$ cat src/verilog/haptic_pkg.sv
// Shared constants for the haptic drive controller.
package haptic_pkg;
    // Load type select encodings.
    localparam logic [1:0] LOAD_OFF = 2'h0;
    localparam logic [1:0] LOAD_LRA = 2'h1;
    localparam logic [1:0] LOAD_ERM = 2'h2;
    // Clock and slow oscillator timing.
    localparam int CLK_PERIOD_NS = 100;
    localparam int SLOW_OSC_PERIOD_NS = 31250;
    localparam int SLOW_TICK_CYCLES = SLOW_OSC_PERIOD_NS / CLK_PERIOD_NS;
    localparam logic [8:0] SLOW_TICK_LAST = 9'(SLOW_TICK_CYCLES - 1);
    // Dead-zone hold count and temperature measurement interval.
    localparam logic [9:0] DZ_LIMIT = 10'h200;
    localparam logic [9:0] TEMP_INTERVAL_LAST = 10'h3FF;
    // Thresholds in degrees Celsius; the sensor code is degrees Celsius.
    localparam logic [7:0] TEMP_WARN_C = 8'd120;
    localparam logic [7:0] TEMP_ALARM_C = 8'd155;
    // Duty cycle to drive code scale: full period maps to 254 steps.
    localparam logic [7:0] DUTY_STEPS = 8'hFE;
    localparam logic signed [8:0] CODE_MID = 9'sh07F;
    localparam logic signed [7:0] CODE_MAX = 8'sh7F;
    // Gain of 4 is unity; the shift removes it.
    localparam int GAIN_SHIFT = 2;
    localparam logic [15:0] CNT_MAX = 16'hFFFF;
endpackage

$ cat src/verilog/duty_if.sv
// Signals between the duty cycle meter and the drive controller.
interface duty_if;
    logic level;
    logic rise;
    logic signed [7:0] code;
    logic carrier_pos;
    modport meter (input level, output rise, output code, output carrier_pos);
    modport user (output level, input rise, input code, input carrier_pos);
endinterface

$ cat src/verilog/haptic_drive.sv
// Haptic drive level generation, protection and thermal monitoring.
module haptic_drive
    import haptic_pkg::*;
(
    // Clock and reset
    input wire logic ref_clk,
    input wire logic resetn,
    // Configuration
    input wire logic [1:0] load_type_select,
    input wire logic drive_source_select,
    input wire logic signed [7:0] amplitude_setting,
    input wire logic amplitude_range_select,
    input wire logic [6:0] dead_zone_range,
    input wire logic [2:0] output_gain,
    input wire logic [2:0] slew_bandwidth,
    input wire logic thermal_always_on,
    // Host level input pin
    input wire logic level_input,
    // Analog and system status
    input wire logic motor_overcurrent,
    input wire logic touch_active,
    input wire logic prox_active,
    input wire logic adc_busy,
    // Temperature sensor
    output logic temp_measure_req,
    input wire logic temp_done,
    input wire logic [7:0] temp_code,
    // Motor converter and outputs
    output logic signed [7:0] dac_code,
    output logic motor_outputs_grounded,
    // Status
    output logic short_circuit_flag,
    output logic thermal_warning_flag,
    output logic thermal_alarm_flag,
    output logic chip_shutdown,
    output logic discard_results
);
    typedef enum logic [1:0] {T_IDLE, T_PENDING, T_MEASURE} therm_state_e;

    duty_if dif ();
    duty_meter u_meter (
        .ref_clk(ref_clk),
        .resetn(resetn),
        .dif(dif)
    );
    assign dif.level = level_input;

    // Slow oscillator tick from the reference clock.
    logic [8:0] div_q;
    logic slow_tick;
    assign slow_tick = (div_q == SLOW_TICK_LAST);
    always_ff @(posedge ref_clk or negedge resetn) begin
        if (!resetn) begin
            div_q <= 9'h0;
        end else begin
            div_q <= slow_tick ? 9'h0 : div_q + 9'h1;
        end
    end

    // Drive code source and sampling rate.
    logic is_erm, is_lra, drive_on, sample_now;
    logic signed [7:0] drive_code_q;
    assign is_erm = (load_type_select == LOAD_ERM);
    assign is_lra = (load_type_select == LOAD_LRA);
    // Range bit is the host's to set; it only scales the analog stage.
    logic unused_range;
    assign unused_range = amplitude_range_select;
    // Register mode on the mass load ignores the pin entirely.
    assign sample_now = drive_source_select ? (is_erm ? slow_tick : dif.rise) : dif.rise;
    assign drive_on = (load_type_select != LOAD_OFF) && !short_circuit_flag && !thermal_alarm_flag;
    always_ff @(posedge ref_clk or negedge resetn) begin
        if (!resetn) begin
            drive_code_q <= 8'sh00;
        end else if (sample_now) begin
            drive_code_q <= drive_source_select ? amplitude_setting : dif.code;
        end
    end

    // Dead-zone hold: counted per input period, slow tick or carrier period.
    logic [7:0] code_mag;
    logic in_dz, dz_step, squelch;
    logic [9:0] dz_cnt_q;
    assign code_mag = drive_code_q[7] ? 8'(-drive_code_q) : drive_code_q;
    assign in_dz = code_mag <= {1'b0, dead_zone_range};
    assign dz_step = is_lra ? dif.rise : sample_now;
    assign squelch = dz_cnt_q > DZ_LIMIT;
    always_ff @(posedge ref_clk or negedge resetn) begin
        if (!resetn) begin
            dz_cnt_q <= 10'h0;
        end else if (!in_dz) begin
            dz_cnt_q <= 10'h0;
        end else if (dz_step && !squelch) begin
            dz_cnt_q <= dz_cnt_q + 10'h1;
        end
    end

    // Gain scaling with saturation to the converter range.
    logic signed [11:0] product, scaled;
    logic signed [7:0] target;
    assign product = drive_code_q * $signed({1'b0, output_gain});
    assign scaled = product >>> GAIN_SHIFT;
    assign target = squelch ? 8'sh00 :
                    (scaled > 12'sh07F) ? CODE_MAX :
                    (scaled < -12'sh07F) ? -CODE_MAX : scaled[7:0];

    // First-order low-pass, so a step in code reaches the motor over several slow ticks unless slew_bandwidth is 0.
    logic signed [15:0] acc_q;
    logic signed [16:0] diff, step, sum;
    assign diff = $signed({target, 8'h00}) - acc_q;
    assign step = diff >>> slew_bandwidth;
    assign sum = acc_q + step;
    always_ff @(posedge ref_clk or negedge resetn) begin
        if (!resetn) begin
            acc_q <= 16'sh0000;
        end else if (!drive_on) begin
            acc_q <= 16'sh0000;
        end else if (slow_tick) begin
            acc_q <= sum[15:0];
        end
    end

    // Envelope on a carrier for the resonant load, plain level otherwise.
    logic signed [7:0] env, dac_d;
    assign env = acc_q[15:8];
    assign dac_d = !drive_on ? 8'sh00 :
                   is_lra ? (dif.carrier_pos ? env : 8'(-env)) :
                   env;
    logic short_q;
    always_ff @(posedge ref_clk or negedge resetn) begin
        if (!resetn) begin
            dac_code <= 8'sh00;
            motor_outputs_grounded <= 1'b1;
            short_q <= 1'b0;
        end else begin
            dac_code <= dac_d;
            motor_outputs_grounded <= !drive_on;
            short_q <= motor_overcurrent;
        end
    end
    assign short_circuit_flag = short_q;

    // Thermal measurement scheduling.
    therm_state_e tstate_q, tstate_d;
    logic [9:0] tcnt_q;
    logic meas_due, chip_active, go;
    logic warn_q, alarm_q, discard_q, req_q;
    assign meas_due = slow_tick && (tcnt_q == TEMP_INTERVAL_LAST);
    assign chip_active = (load_type_select != LOAD_OFF) || touch_active || prox_active;
    always_comb begin
        tstate_d = tstate_q;
        go = 1'b0;
        case (tstate_q)
            T_IDLE: begin
                if (meas_due && thermal_always_on) begin
                    tstate_d = T_MEASURE;
                    go = 1'b1;
                end else if (meas_due && chip_active) begin
                    tstate_d = adc_busy ? T_PENDING : T_MEASURE;
                    go = !adc_busy;
                end
            end
            T_PENDING: begin
                if (thermal_always_on || !adc_busy) begin
                    tstate_d = T_MEASURE;
                    go = 1'b1;
                end else if (!chip_active) begin
                    tstate_d = T_IDLE;
                end
            end
            T_MEASURE: begin
                if (temp_done) begin
                    tstate_d = T_IDLE;
                end
            end
            default: tstate_d = T_IDLE;
        endcase
    end
    always_ff @(posedge ref_clk or negedge resetn) begin
        if (!resetn) begin
            tstate_q <= T_IDLE;
            tcnt_q <= 10'h0;
            req_q <= 1'b0;
        end else begin
            tstate_q <= tstate_d;
            req_q <= go;
            if (slow_tick) begin
                tcnt_q <= tcnt_q + 10'h1;
            end
        end
    end
    assign temp_measure_req = req_q;

    // Flags follow each finished measurement.
    always_ff @(posedge ref_clk or negedge resetn) begin
        if (!resetn) begin
            warn_q <= 1'b0;
            alarm_q <= 1'b0;
            discard_q <= 1'b0;
        end else begin
            discard_q <= 1'b0;
            if (temp_done && tstate_q == T_MEASURE) begin
                warn_q <= temp_code > TEMP_WARN_C;
                alarm_q <= temp_code > TEMP_ALARM_C;
                discard_q <= alarm_q && !(temp_code > TEMP_ALARM_C);
            end
        end
    end
    assign thermal_warning_flag = warn_q;
    assign thermal_alarm_flag = alarm_q;
    assign chip_shutdown = alarm_q;
    assign discard_results = discard_q;
endmodule

$ cat src/verilog/duty_meter.sv
// Measures the level input duty cycle and derives the carrier phase.
module duty_meter
    import haptic_pkg::*;
(
    // Clock and reset
    input wire logic ref_clk,
    input wire logic resetn,
    // Measurement results
    duty_if.meter dif
);
    logic prev_q;
    logic [15:0] cnt_q, high_q, period_q;
    logic rise_q;
    logic signed [7:0] code_q;
    logic edge_seen;
    logic [15:0] cnt_next, high_next, period_now;
    logic [23:0] scaled;
    logic [23:0] quot;
    logic signed [8:0] code_wide;

    assign edge_seen = dif.level & ~prev_q;
    assign cnt_next = (cnt_q == CNT_MAX) ? cnt_q : cnt_q + 16'h1;
    assign high_next = (high_q == CNT_MAX || !dif.level) ? high_q : high_q + 16'h1;
    // High time against full period between rising edges.
    assign period_now = cnt_next;
    assign scaled = high_q * DUTY_STEPS;
    assign quot = (period_now == 16'h0) ? 24'h0 : scaled / {8'h0, period_now};
    // Half duty gives zero, one step per 1/254 of the period.
    assign code_wide = $signed({1'b0, quot[7:0]}) - CODE_MID;
    assign dif.rise = rise_q;
    assign dif.code = code_q;
    assign dif.carrier_pos = cnt_q < {1'b0, period_q[15:1]};

    always_ff @(posedge ref_clk or negedge resetn) begin
        if (!resetn) begin
            prev_q <= 1'b0;
            cnt_q <= 16'h0;
            high_q <= 16'h0;
            period_q <= 16'h0;
            rise_q <= 1'b0;
            code_q <= 8'sh00;
        end else begin
            prev_q <= dif.level;
            rise_q <= edge_seen;
            if (edge_seen) begin
                cnt_q <= 16'h0;
                high_q <= 16'h1;
                period_q <= period_now;
                code_q <= (code_wide > 9'sh07F) ? CODE_MAX : code_wide[7:0];
            end else begin
                cnt_q <= cnt_next;
                high_q <= high_next;
            end
        end
    end
endmodule

$ cat config.mk
export PLATFORM = sky130hd
export DESIGN_NAME = haptic_drive
export DESIGN_NICKNAME = d
export VERILOG_FILES = /design/src/verilog/haptic_pkg.sv /design/src/verilog/duty_if.sv /design/src/verilog/haptic_drive.sv /design/src/verilog/duty_meter.sv
export SDC_FILE = /design/constraint.sdc
export NUM_CORES = 1
export LEC_CHECK = 0
export ABC_AREA = 1
export BUFFER_PORTS_ARGS = -buffer_cell sky130_fd_sc_hd__buf_2
export CORE_MARGIN = 4
export CORE_UTILIZATION = 30
export DETAILED_ROUTE_END_ITERATION = 8
export PLACE_DENSITY = 0.47
export REMOVE_ABC_BUFFERS = 1
export SLEW_MARGIN = 25
export SYNTH_ARGS = -nofsm -noshare
export SYNTH_HDL_FRONTEND = slang
export SYNTH_SLANG_ARGS = --single-unit
$ cat constraint.sdc
create_clock -name ref_clk -period 105.4 [get_ports ref_clk]
set_input_delay 26.35 -clock ref_clk [delete_from_list [all_inputs] [get_ports ref_clk]]
set_output_delay 26.35 -clock ref_clk [all_outputs]
set_load 0.02 [all_outputs]
== Word-level counts from Yosys, hierarchy flattened ==
Cells that the tools add are included.
Widths: inputs -> output; s select.

* Register bits after elaboration: 127
* Input port bits: 42
* Output and inout bits: 15
* Logic and storage cells: 114

* Add/sub/neg operators: 10
* Multiply operators: 2
* Divide/modulo/power cells: 1
* Order comparisons: 8
* Equality and inequality tests: 14
* Shifts and indexed selects: 1
* Mux-type cells: 34
* Bitwise logic cells: 2
* Reduce and logical (&&, ||, !) cells: 23

{| class="wikitable"
|+ Operators by type and width
! kind !! number
|-
| $mux 16 || 6
|-
| $mux 8 || 10
|-
| $add 16x1->16 const B || 2
|-
| $eq 16x16->1 const B || 2
|-
| $div 24x16->24 || 1
|-
| $mul 16x7->23 const B || 1
|-
| $add 10x1->10 const B || 2
|-
| $mux 10 || 2
|-
| $sshr 17x3->16 || 1
|-
| $sub 16x16->17 || 1
|-
| $add 16x16->16 || 1
|-
| $logic_not 16->1 || 1
|-
| $lt 16x15->1 || 1
|-
| $neg 8->8 || 2
|-
| $mul 8x4->12 || 1
|-
| $mux 2 || 6
|-
| $eq 10x10->1 const B || 1
|-
| $gt 10x10->1 const B || 1
|-
| $gt 10x8->1 const B || 1
|-
| $lt 10x8->1 const B || 1
|-
| $add 9x1->9 const B || 1
|-
| $eq 9x9->1 const B || 1
|-
| $gt 9x8->1 const B || 1
|-
| $mux 9 || 1
|-
| other kinds (20) || 47
|}

== Logic depth before layout (Yosys ltp) ==
Gate-level depths: netlist of the first run.

* Depth in word-level cells: 10
* Depth in mapped cells: 469
* Mapped depth without buffers: 443

== By module ==
From an unflattened synthesis of the first run, not the netlist that was laid out.

* Cell total of the unflattened synthesis: 3929
* Area total of the unflattened synthesis: 25976.2 µm²

{| class="wikitable"
|+ By module, submodules not included
! module !! instances !! cells an instance !! area each (µm²) !! seq. area each (µm²)
|-
| duty_meter || 1 || 3026 || 19558.8 || 1426.4
|-
| haptic_drive || 1 || 903 || 6417.4 || 1727.9
|}

== Least setup slack after synthesis of the first run ==
OpenSTA, ideal clock, no wires.

* Path type: flip-flop to flip-flop
* From: reg u_meter.high_q[4]
* To: reg u_meter.code_q[0], in the netlist u_meter.dif.code[0]
* Library setup time: 0.073 ns
* Data arrival time: 61.243 ns
* Required time: 105.327 ns
* Setup slack: 44.084 ns
* Cell stages (with the launch flop): 454
* Buffers on the path: 27
* Clock period less this slack: 61.316 ns
* Cell sequence: dfrtp_1 -> inv_1 -> fa_1 -> inv_1 -> fa_1 -> inv_1 -> fa_1 -> inv_1 -> fa_1 -> ha_1 -> nand2_1 -> nand2_1 -> nand2_1 -> nand2_1 -> nand2_1 -> nand2_1 -> nand2_1 -> nand3_1 -> (+418 left out) -> a41oi_1 -> nand3_2 -> nor2_4 -> nand3_4 -> nand2_2 -> inv_1 -> ha_1 -> nand2_1 -> nor2_1 -> nand2_1 -> nor2_1 -> xor2_1 -> nand3_1 -> nor2_1 -> nand2_1 -> nand2_2 -> nand2_4 -> a21oi_2

* Longest elaborated chain between the ends: 6

{| class="wikitable"
|+ RTL lines
! element !! RTL line !! source
|-
| start: declaration || duty_meter.sv:12 || <nowiki>logic [15:0] cnt_q, high_q, period_q;</nowiki>
|-
| start signal: assignment || duty_meter.sv:52 || <nowiki>high_q <= high_next;</nowiki>
|-
| $mul 16x7->23 (*) || duty_meter.sv:26 || <nowiki>assign scaled = high_q * DUTY_STEPS;</nowiki>
|-
| $div 24x16->24 (*) || duty_meter.sv:27 || <nowiki>assign quot = (period_now == 16'h0) ? 24'h0 : scaled / {8'h0, period_now};</nowiki>
|-
| $mux 8 (*) || duty_meter.sv:27 ||
|-
| $sub 8x7->9 (*) || duty_meter.sv:29 || <nowiki>assign code_wide = $signed({1'b0, quot[7:0]}) - CODE_MID;</nowiki>
|-
| $gt 9x8->1 || duty_meter.sv:49 || <nowiki>code_q <= (code_wide > 9'sh07F) ? CODE_MAX : code_wide[7:0];</nowiki>
|-
| $mux 8 (*) || duty_meter.sv:49 ||
|-
| end signal: assignment || duty_meter.sv:49 ||
|-
| end: declaration || duty_meter.sv:14 || <nowiki>logic signed [7:0] code_q;</nowiki>
|}

Every way passes the cells marked *; elsewhere a longest branch is shown, timed or not.
A chain may end at the register's enable or synchronous reset.

== Worst setup path in the final report of the first run ==
* From: reg u_meter.high_q[4]
* To: reg u_meter.code_q[4], in the netlist u_meter.dif.code[4]

The elaborated chain is that of the path after synthesis.

==> impl_metrics.yaml, run 1 <==
placement:
  gp_congestion: 0.811
  portBuffers: 55
  dp_hpwl_mm: 54.9
synthesis:
  synth_area_leaders: "ha_1, nand2_1, dfrtp_1, inv_1, o21ai_0"
  syn_inst: 3895
  synth_top_area_cell: "ha_1"
  synth-seq-cells: 126
  async_reset_ff_share_pct: 100
  avgSynthCellArea_um2: 6.63
  synth_warnings: 0
  synth.distinct_cells: 75
  yosys.area.top_type_share_pct: 19.0
  synth_flop_cell: "dfrtp_1"
  synth_edf_count: 0
  netlist_area_um2: 25800
  ys_seq_area_share_pct: 12.2
floorplanning:
  rows: 107
  dieArea_um2: 90800
  die_x_um: 301
  core_region_area_um2: 85300
  die_h_um: 301
  ioPinCount: 57
  initial_core_util_pct: 30.3
cells_and_area:
  layout-drive-gt1-share_pct: 9.03
  diodes: 0
  fillers: 9367
  final_cell_mix: "nand2_1, inv_1, ha_1"
  nets: 4416
  layout_commonest_cell: "nand2_1"
  area_growth_pct: 8.18
worst_setup_path:
  slowest_stage: "fa_1"
  cp.arrival_ps: 70000
  max_stage_delay_ps: 600
  endpoint_kind: "flop"
  cp_common_cell: "nand2_1"
  crit_buf_inv: 71
  critPathLaunchType: "flop"
  critical_path.top_delay_family: "compound AO/OA/AOI/OAI gates"
  cp.required_ps: 105790
  crit_fanout: 31
  path_class: "reg -> reg"
  ff2ff_setup_slack_ps: 35780
detailed_routing:
  drc_errors: 0
  firstDrtPassIters: 6
  routedWlPerCell_um: 13.3
  finalWirelength_mm: 67.5
  drtIter0Drc: 937
  via_per_inst: 4.62
  vias: 23400
  ant_nets: 0
cts:
  clk_latency_ps: 460
  tritoncts: "yes"
  cts.htree.levels: 4
  cts-resized-gates: 0
  clk_pin_slew_ps: 60
  ctsHoldBuffers: 0
  cts.sinks: 126
  numCtsBuffers: 17
  cts_setup_buffers: 0
  cts_buffer_depth: 2
  clock-root-buffer: "clkbuf_16"
timing:
  period_needed_ps: 69620
  period_share_pct: 66.1
  timing.fmax_mhz: 14.4
  setup_tns_ps: 0
  setup_viol: 0
  rsz0062_at_grt: "false"
  max_slew_margin_pct: 24.3
  clock_skew_ps: 13.4
  hold_viol_final: 0
  slew_viol_final: 0
  worst_pin_slew_ps: 1130
grt:
  grt_start_max_net_pins: 83
  grt_pass1_vias: 22500
  grt.overflow.total: 0
  grt_pass1_wl_mm: 114
  antenna_found_initial: 0
  track_usage_pct: 15.1
min_path:
  hold_class: "reg -> reg"
flow_run:
  drv_cap: 0
status:
  outcome: "completed"
per-stage QoR:
step | std cells | hold slack (ps) | worst slack (ps) | utilization [%] | instance area, µm²
CTS | 5076 | 463 | 35120 | 32.7 | 27900
global placement | 5044 | 451 | 35590 | 32.1 | 27300
finish | 5076 | 461 | 35780 | 32.7 | 27900
global route | 5076 | 483 | 27660 | 32.7 | 27900
floorplan | 3832 | 433 | 46580 | - | 25500
detailed placement | 5044 | 452 | 35440 | 32.1 | 27300
area by class of cell:
cell class	instances	area, µm²	share of cell area [%]
Sequential cell	126	3150	11.3
Clock buffer	21	450	1.61
Inverter	690	2590	9.27
Tap cell	1144	1430	5.12
Multi-Input combinational cell	3016	19800	70.9
Timing Repair Buffer	68	379	1.36
Clock inverter	11	133	0.475
registers in the layout (all words and copies together) (netlist names), 2 cells and up:
name and flops:
acc_q 16, div_q 9, u_meter.cnt_q 16, u_meter.dif.code 8, dac_code 8, tstate_q 2, u_meter.high_q 16, tcnt_q 10
dz_cnt_q 10, u_meter.period_q 15, drive_code_q 8
Yosys cell counts (14+ instances only):
| cell type | count |
|---|---|
| a21oi_1 | 223 |
| nor2_1 | 246 |
| o21ai_1 | 29 |
| xnor2_1 | 83 |
| fa_1 | 62 |
| nand3_2 | 30 |
| or2_2 | 30 |
| o31ai_1 | 14 |
| a21oi_2 | 32 |
| a21o_1 | 43 |
| clkbuf_1 | 42 |
| xor2_1 | 153 |
| nor3_1 | 45 |
| dfrtp_1 | 125 |
| nand2_1 | 874 |
| inv_1 | 627 |
| o21ai_0 | 269 |
| o21bai_1 | 26 |
| nand4_1 | 48 |
| nor4_1 | 14 |
| nor2_2 | 18 |
| nand2_2 | 38 |
| nand3_1 | 186 |
| inv_2 | 58 |
| ha_1 | 393 |
| o211ai_1 | 19 |
cells by family after synthesis:
| logic type | share of synthesized area, % |
|---|---|
| compound gates | 16.2 |
| xor+xnor | 8.01 |
| fa+ha+maj | 23.9 |
| buf+inv | 11.2 |
| flops | 12.2 |
| mux | 0.310 |
| simple gates | 28.2 |
path summary, 6_finish.rpt:
check,end,cells past startpoint,start
max reg2reg,u_meter.dif.code[4],425,u_meter.high_q[4]
min,div_q[0],1,div_q[0]
min in group asynchronous,acc_q[1],1,resetn
min reg2reg,div_q[0],1,div_q[0]
max,u_meter.dif.code[4],425,u_meter.high_q[4]
max in group asynchronous,u_meter.cnt_q[0],2,resetn
metal layers:
layer / GRT usage [%] / part of all wire [%] / wire length (µm)
met5: 0 / 0 / 0
met2: 25.9 / 46 / 30800
met1: 20.8 / 51 / 34700
met3: 1.43 / 2.2 / 1480
met4: 2.29 / 0.84 / 566
Power of run 1 is left out: the tool's default activity adds up to more than one toggle a clock period on the data nets, which glitch-free logic cannot reach.
==> run 2, diff against run 1 <==
Settings changed: ABC_AREA 1 to 0, PLACE_DENSITY 0.47 to 0.49.
Clock period 105.4 ns to 55.8 ns, I/O delays scaled along.
==> impl_metrics.yaml, run 2 <==
placement:
  dp_worst_setup_slack_ps: -2940
  portBuffers: 55
  dp_hpwl_mm: 69.0
  gp_congestion: 0.829
  postPlaceCellArea_um2: 35200
cts:
  tritoncts: "yes"
  cts.htree.levels: 4
  numCtsBuffers: 17
  cts_buffer_depth: 2
  clk_latency_ps: 450
  ctsHoldBuffers: 0
  clock-root-buffer: "clkbuf_16"
  cts.sinks: 126
  clk_pin_slew_ps: 80
grt:
  grt.overflow.total: 0
  track_usage_pct: 17.7
  grt_pass1_vias: 27200
  grt_start_max_net_pins: 71
  grt_pass1_wl_mm: 137
  antenna_found_initial: 4
cells_and_area:
  nets: 4989
  diodes: 0
  area_growth_pct: 45.6
  final_cell_mix: "buf_4, ha_1, nand2_1"
  largestRegisters: "acc_q (16), u_meter.cnt_q (16), u_meter.high_q (16)"
  fillers: 8893
  layout-drive-gt1-share_pct: 34.7
  layout_commonest_cell: "buf_4"
  post-route-cell-area_um2: 38200
worst_setup_path:
  slowest_stage: "fa_1"
  cp.arrival_ps: 53570
  cp.required_ps: 56130
  crit_fanout: 14
  critPathLaunchType: "flop"
  max_stage_delay_ps: 600
  cp_common_cell: "o21a_1"
  path_class: "reg -> reg"
  ff2ff_setup_slack_ps: 2560
  crit_buf_inv: 35
  endpoint_kind: "flop"
  critical_path.top_delay_family: "compound AO/OA/AOI/OAI gates"
timing:
  timing.fmax_mhz: 18.8
  clock_skew_ps: 16.6
  hold_viol_final: 0
  setup_viol: 0
  period_needed_ps: 53240
  max_slew_margin_pct: 28.8
  period_share_pct: 95.4
  worst_pin_slew_ps: 1070
  slew_viol_final: 0
  worst_slack_ps: 2560
floorplanning:
  initial_core_util_pct: 30.2
  rows: 108
  ioPinCount: 57
  dieArea_um2: 92200
  core_region_area_um2: 86800
  die_h_um: 304
  die_x_um: 304
synthesis:
  synth-seq-cells: 126
  synth_flop_cell: "dfrtp_1"
  synth_common_cells: "ha_1, nand2_1, nor2_1"
  syn_inst: 3444
  synth.distinct_cells: 107
  synth.most_common_cell: "ha_1"
  netlist_area_um2: 26200
  synth_top_area_cell: "ha_1"
  ys_seq_area_share_pct: 12.0
  synth_area_leaders: "ha_1, dfrtp_1, xnor2_1, nand2_1, nor2_1"
  synth_edf_count: 0
  async_reset_ff_share_pct: 100
  yosys.area.top_type_share_pct: 18.8
  avgSynthCellArea_um2: 7.61
  synth_warnings: 0
min_path:
  hold_class: "reg -> reg"
detailed_routing:
  routedWlPerCell_um: 15.1
  drtIter0Drc: 1334
  drc_errors: 0
  via_per_inst: 5.00
  vias: 28300
  finalWirelength_mm: 85.4
  ant_nets: 0
  firstDrtPassIters: 5
status:
  outcome: "completed"
flow_run:
  drv_cap: 0
==> run 2: changes by cell type after synthesis, sizes merged, moves of 77 or more <==
cell and delta:
o21ai -81, xor2 -77, o21a +96, inv -461
nand2 -586, xnor2 +78, nand3 -150
==> run 2: kinds of logic after synthesis <==
logic type | count (synthesis) | share of synthesized area [%]
simple gates | 1199 | 21.9
compound gates | 987 | 25.0
fa+ha+maj | 457 | 23.6
buf+inv | 320 | 4.71
xor+xnor | 237 | 7.92
flops | 126 | 12.0
mux | 118 | 4.87
==> run 2: area by class of cell <==
type	instances	area, µm²	share of cell area, %
well taps	1155	1450	3.78
clock buffers	17	425	1.11
multi-input cells	2998	23800	62.2
repair buffers	1124	8410	22.0
inverters	225	845	2.21
flip-flops and latches	126	3150	8.26
clock inverters	15	145	0.380
==> run 2: path summary, 6_finish.rpt <==
| kind | startpoint | end | cells past startpoint |
|---|---|---|---|
| worst max-delay path | u_meter.high_q[7] | u_meter.dif.code[3] | 295 |
| worst min-delay path | tcnt_q[6] | tcnt_q[6] | 1 |
| worst max register to register | u_meter.high_q[7] | u_meter.dif.code[3] | 295 |
| worst min register to register | tcnt_q[6] | tcnt_q[6] | 1 |
| max in group asynchronous | resetn | u_meter.dif.code[3] | 2 |
| min in group asynchronous | resetn | u_meter.prev_q | 1 |
==> run 2: metrics by stage <==
stage          instances  util [%]  setup TNS (ps)  hold slack [ps]
2_1_floorplan       3349         -          -30490              435
3_3_place_gp        5568      40.6          -22800              456
3_5_place_dp        5568      40.6          -22710              456
4_1_cts             5602      41.6               0              468
5_1_grt             5660      44.0           -1870              481
6_report            5660      44.0               0              464
==> run 2: metal layers <==
layer  vias up  part of all wire (%)  wire length, µm  GRT usage (%)
met1     13300                    49            41700           24.5
li1      14700                     -                -              -
met5         -                     0                0              0
met3        57                   2.3             1980           1.42
met2       308                    48            40700           30.9
met4         0                   1.2              995           2.42
==> run 2: what timing repair did <==
| action | in CTS | in global routing |
|---|---|---|
| gates resized for setup | 84 | 334 |
| setup buffers | 2 | 58 |
| pin swaps | 13 | 160 |
| endpoints found under the setup margin | 8 | 8 |
Power of run 2 is left out for the same reason.
==> run 3, diff against run 2 <==
Settings changed: SYNTH_HIERARCHICAL from default to 1.
==> impl_metrics.yaml, run 3 <==
grt:
  grtUsageMet2_pct: 30.7
  busiest_layer: "met2"
  grt_util_met1_pct: 24.1
  grt_start_max_net_pins: 75
  grt_pass1_vias: 27600
  grt.overflow.total: 0
  antenna_found_initial: 1
  track_usage_pct: 17.6
  met3_usage_pct: 1.59
  grt_pass1_wl_mm: 138
timing:
  period_share_pct: 95.3
  timing.fmax_mhz: 18.8
  max_slew_margin_pct: 34.6
  period_needed_ps: 53180
  worst_pin_slew_ps: 981
  setup_viol: 0
  clock_skew_ps: 24.4
  slew_viol_final: 0
  hold_viol_final: 0
cts:
  tritoncts: "yes"
  clk_pin_slew_ps: 70
  clk_latency_ps: 480
  cts_buffer_depth: 2
  cts.htree.levels: 4
  cts.sinks: 126
  clock-root-buffer: "clkbuf_16"
  numCtsBuffers: 17
status:
  outcome: "completed"
synthesis:
  synth_edf_count: 0
  synth_common_cells: "ha_1, nand2_1, nor2_1"
  synth_flop_cell: "dfrtp_1"
  synth_area_leaders: "ha_1, dfrtp_1, xnor2_1, nand2_1, fa_1"
  avgSynthCellArea_um2: 7.66
  synth_top_area_cell: "ha_1"
  syn_inst: 3464
  synth.most_common_cell: "ha_1"
  yosys.area.top_type_share_pct: 18.7
  async_reset_ff_share_pct: 100
  synth-seq-cells: 126
  synth.distinct_cells: 111
  synth_warnings: 6
  ys_seq_area_share_pct: 11.9
  netlist_area_um2: 26500
cells_and_area:
  final_cell_mix: "buf_4, ha_1, nand2_1"
  diodes: 0
  layout-drive-gt1-share_pct: 35.3
  post-route-cell-area_um2: 38600
  largestRegisters: "acc_q (16), u_meter/cnt_q (16), u_meter/high_q (16)"
  nets: 5014
  area_growth_pct: 45.7
  layout_commonest_cell: "buf_4"
flow_run:
  drv_cap: 0
floorplanning:
  die_x_um: 305
  core_region_area_um2: 87300
  die_h_um: 305
  ioPinCount: 57
  dieArea_um2: 93200
  rows: 108
  initial_core_util_pct: 30.4
min_path:
  hold_class: "reg -> reg"
worst_setup_path:
  cp_common_cell: "o21a_1"
  max_stage_delay_ps: 560
  cp.arrival_ps: 53570
  endpoint_kind: "flop"
  slowest_stage: "fa_1"
  crit_fanout: 11
  cp.required_ps: 56190
  path_class: "reg -> reg"
  critPathLaunchType: "flop"
detailed_routing:
  finalWirelength_mm: 85.5
  drtIter0Drc: 1085
  vias: 28500
  routedWlPerCell_um: 15.0
  firstDrtPassIters: 5
  via_per_inst: 5.01
  ant_nets: 0
  drc_errors: 0
placement:
  portBuffers: 55
  postPlaceCellArea_um2: 35300
  dp_hpwl_mm: 68.7
  gp_congestion: 0.853
## run 3: what timing repair did
item / 4_1_cts / 5_1_grt
gates cloned: 0 / 1
hold buffers: 0 / 0
buffers inserted: 14 / 66
pin swaps: 10 / 215
gates resized for setup: 63 / 370
setup endpoints to repair: 8 / 8
## run 3: cell type report
cell class / instances / area [µm²]
inverters: 242 / 908
multi-input cells: 3010 / 24100
repair buffers: 1116 / 8340
clock inverters: 15 / 245
well taps: 1155 / 1450
clock buffers: 17 / 425
flip-flops and latches: 126 / 3160
fillers: 8846 / 48600
## run 3: path summary, 6_finish.rpt
path	startpoint	end	slack (ps)	cells after the start
setup / recovery	u_meter/high_q[5]	u_meter/dif.code[1]	2620	284
hold / removal	tcnt_q[8]	tcnt_q[8]	470	1
setup reg to reg	u_meter/high_q[5]	u_meter/dif.code[1]	2620	284
hold reg to reg	tcnt_q[8]	tcnt_q[8]	470	1
max in group asynchronous	resetn	dac_code[2]	41260	2
min in group asynchronous	resetn	u_meter/high_q[15]	13430	1
## run 3: through the flow
step	worst slack, ps	util, %	setup TNS, ps	hold WS, ps	std cells
floorplan	-4030	-	-30520	434	3378
global route	-518	44.3	-2260	487	5681
finish	2620	44.3	0	465	5681
detailed placement	-2750	40.5	-20490	450	5568
CTS	45.9	41.6	0	466	5614
global placement	-2520	40.5	-18660	448	5568
## run 3: per-layer routing
| layer | wire, µm | vias to the layer above |
|---|---|---|
| met5 | 0 | - |
| met4 | 1020 | 0 |
| met3 | 2110 | 63 |
| met2 | 40900 | 321 |
| met1 | 41500 | 13300 |
| li1 | - | 14800 |
## run 3: critical path, delay by kind of cell, from the launching register on
| kind | cells | cell delay [ps] |
|---|---|---|
| buffers and inverters | 32 | 4500 |
| AOI/OAI and AO/OA | 144 | 26040 |
| and+or+nand+nor | 66 | 9750 |
| adders and majority gates | 29 | 8330 |
| DFF | 1 | 410 |
| xor gates and xnor gates | 3 | 590 |
| muxes | 10 | 3340 |
## run 3: cells by family after synthesis
kind of cell,Yosys count,synth area share (%)
buf+inv,328,4.79
xor+xnor,246,8.12
mux,124,5.15
fa+ha+maj,459,23.4
flops,126,11.9
simple gates,1208,22.2
compound gates,973,24.4
Power of run 3 is left out for the same reason.
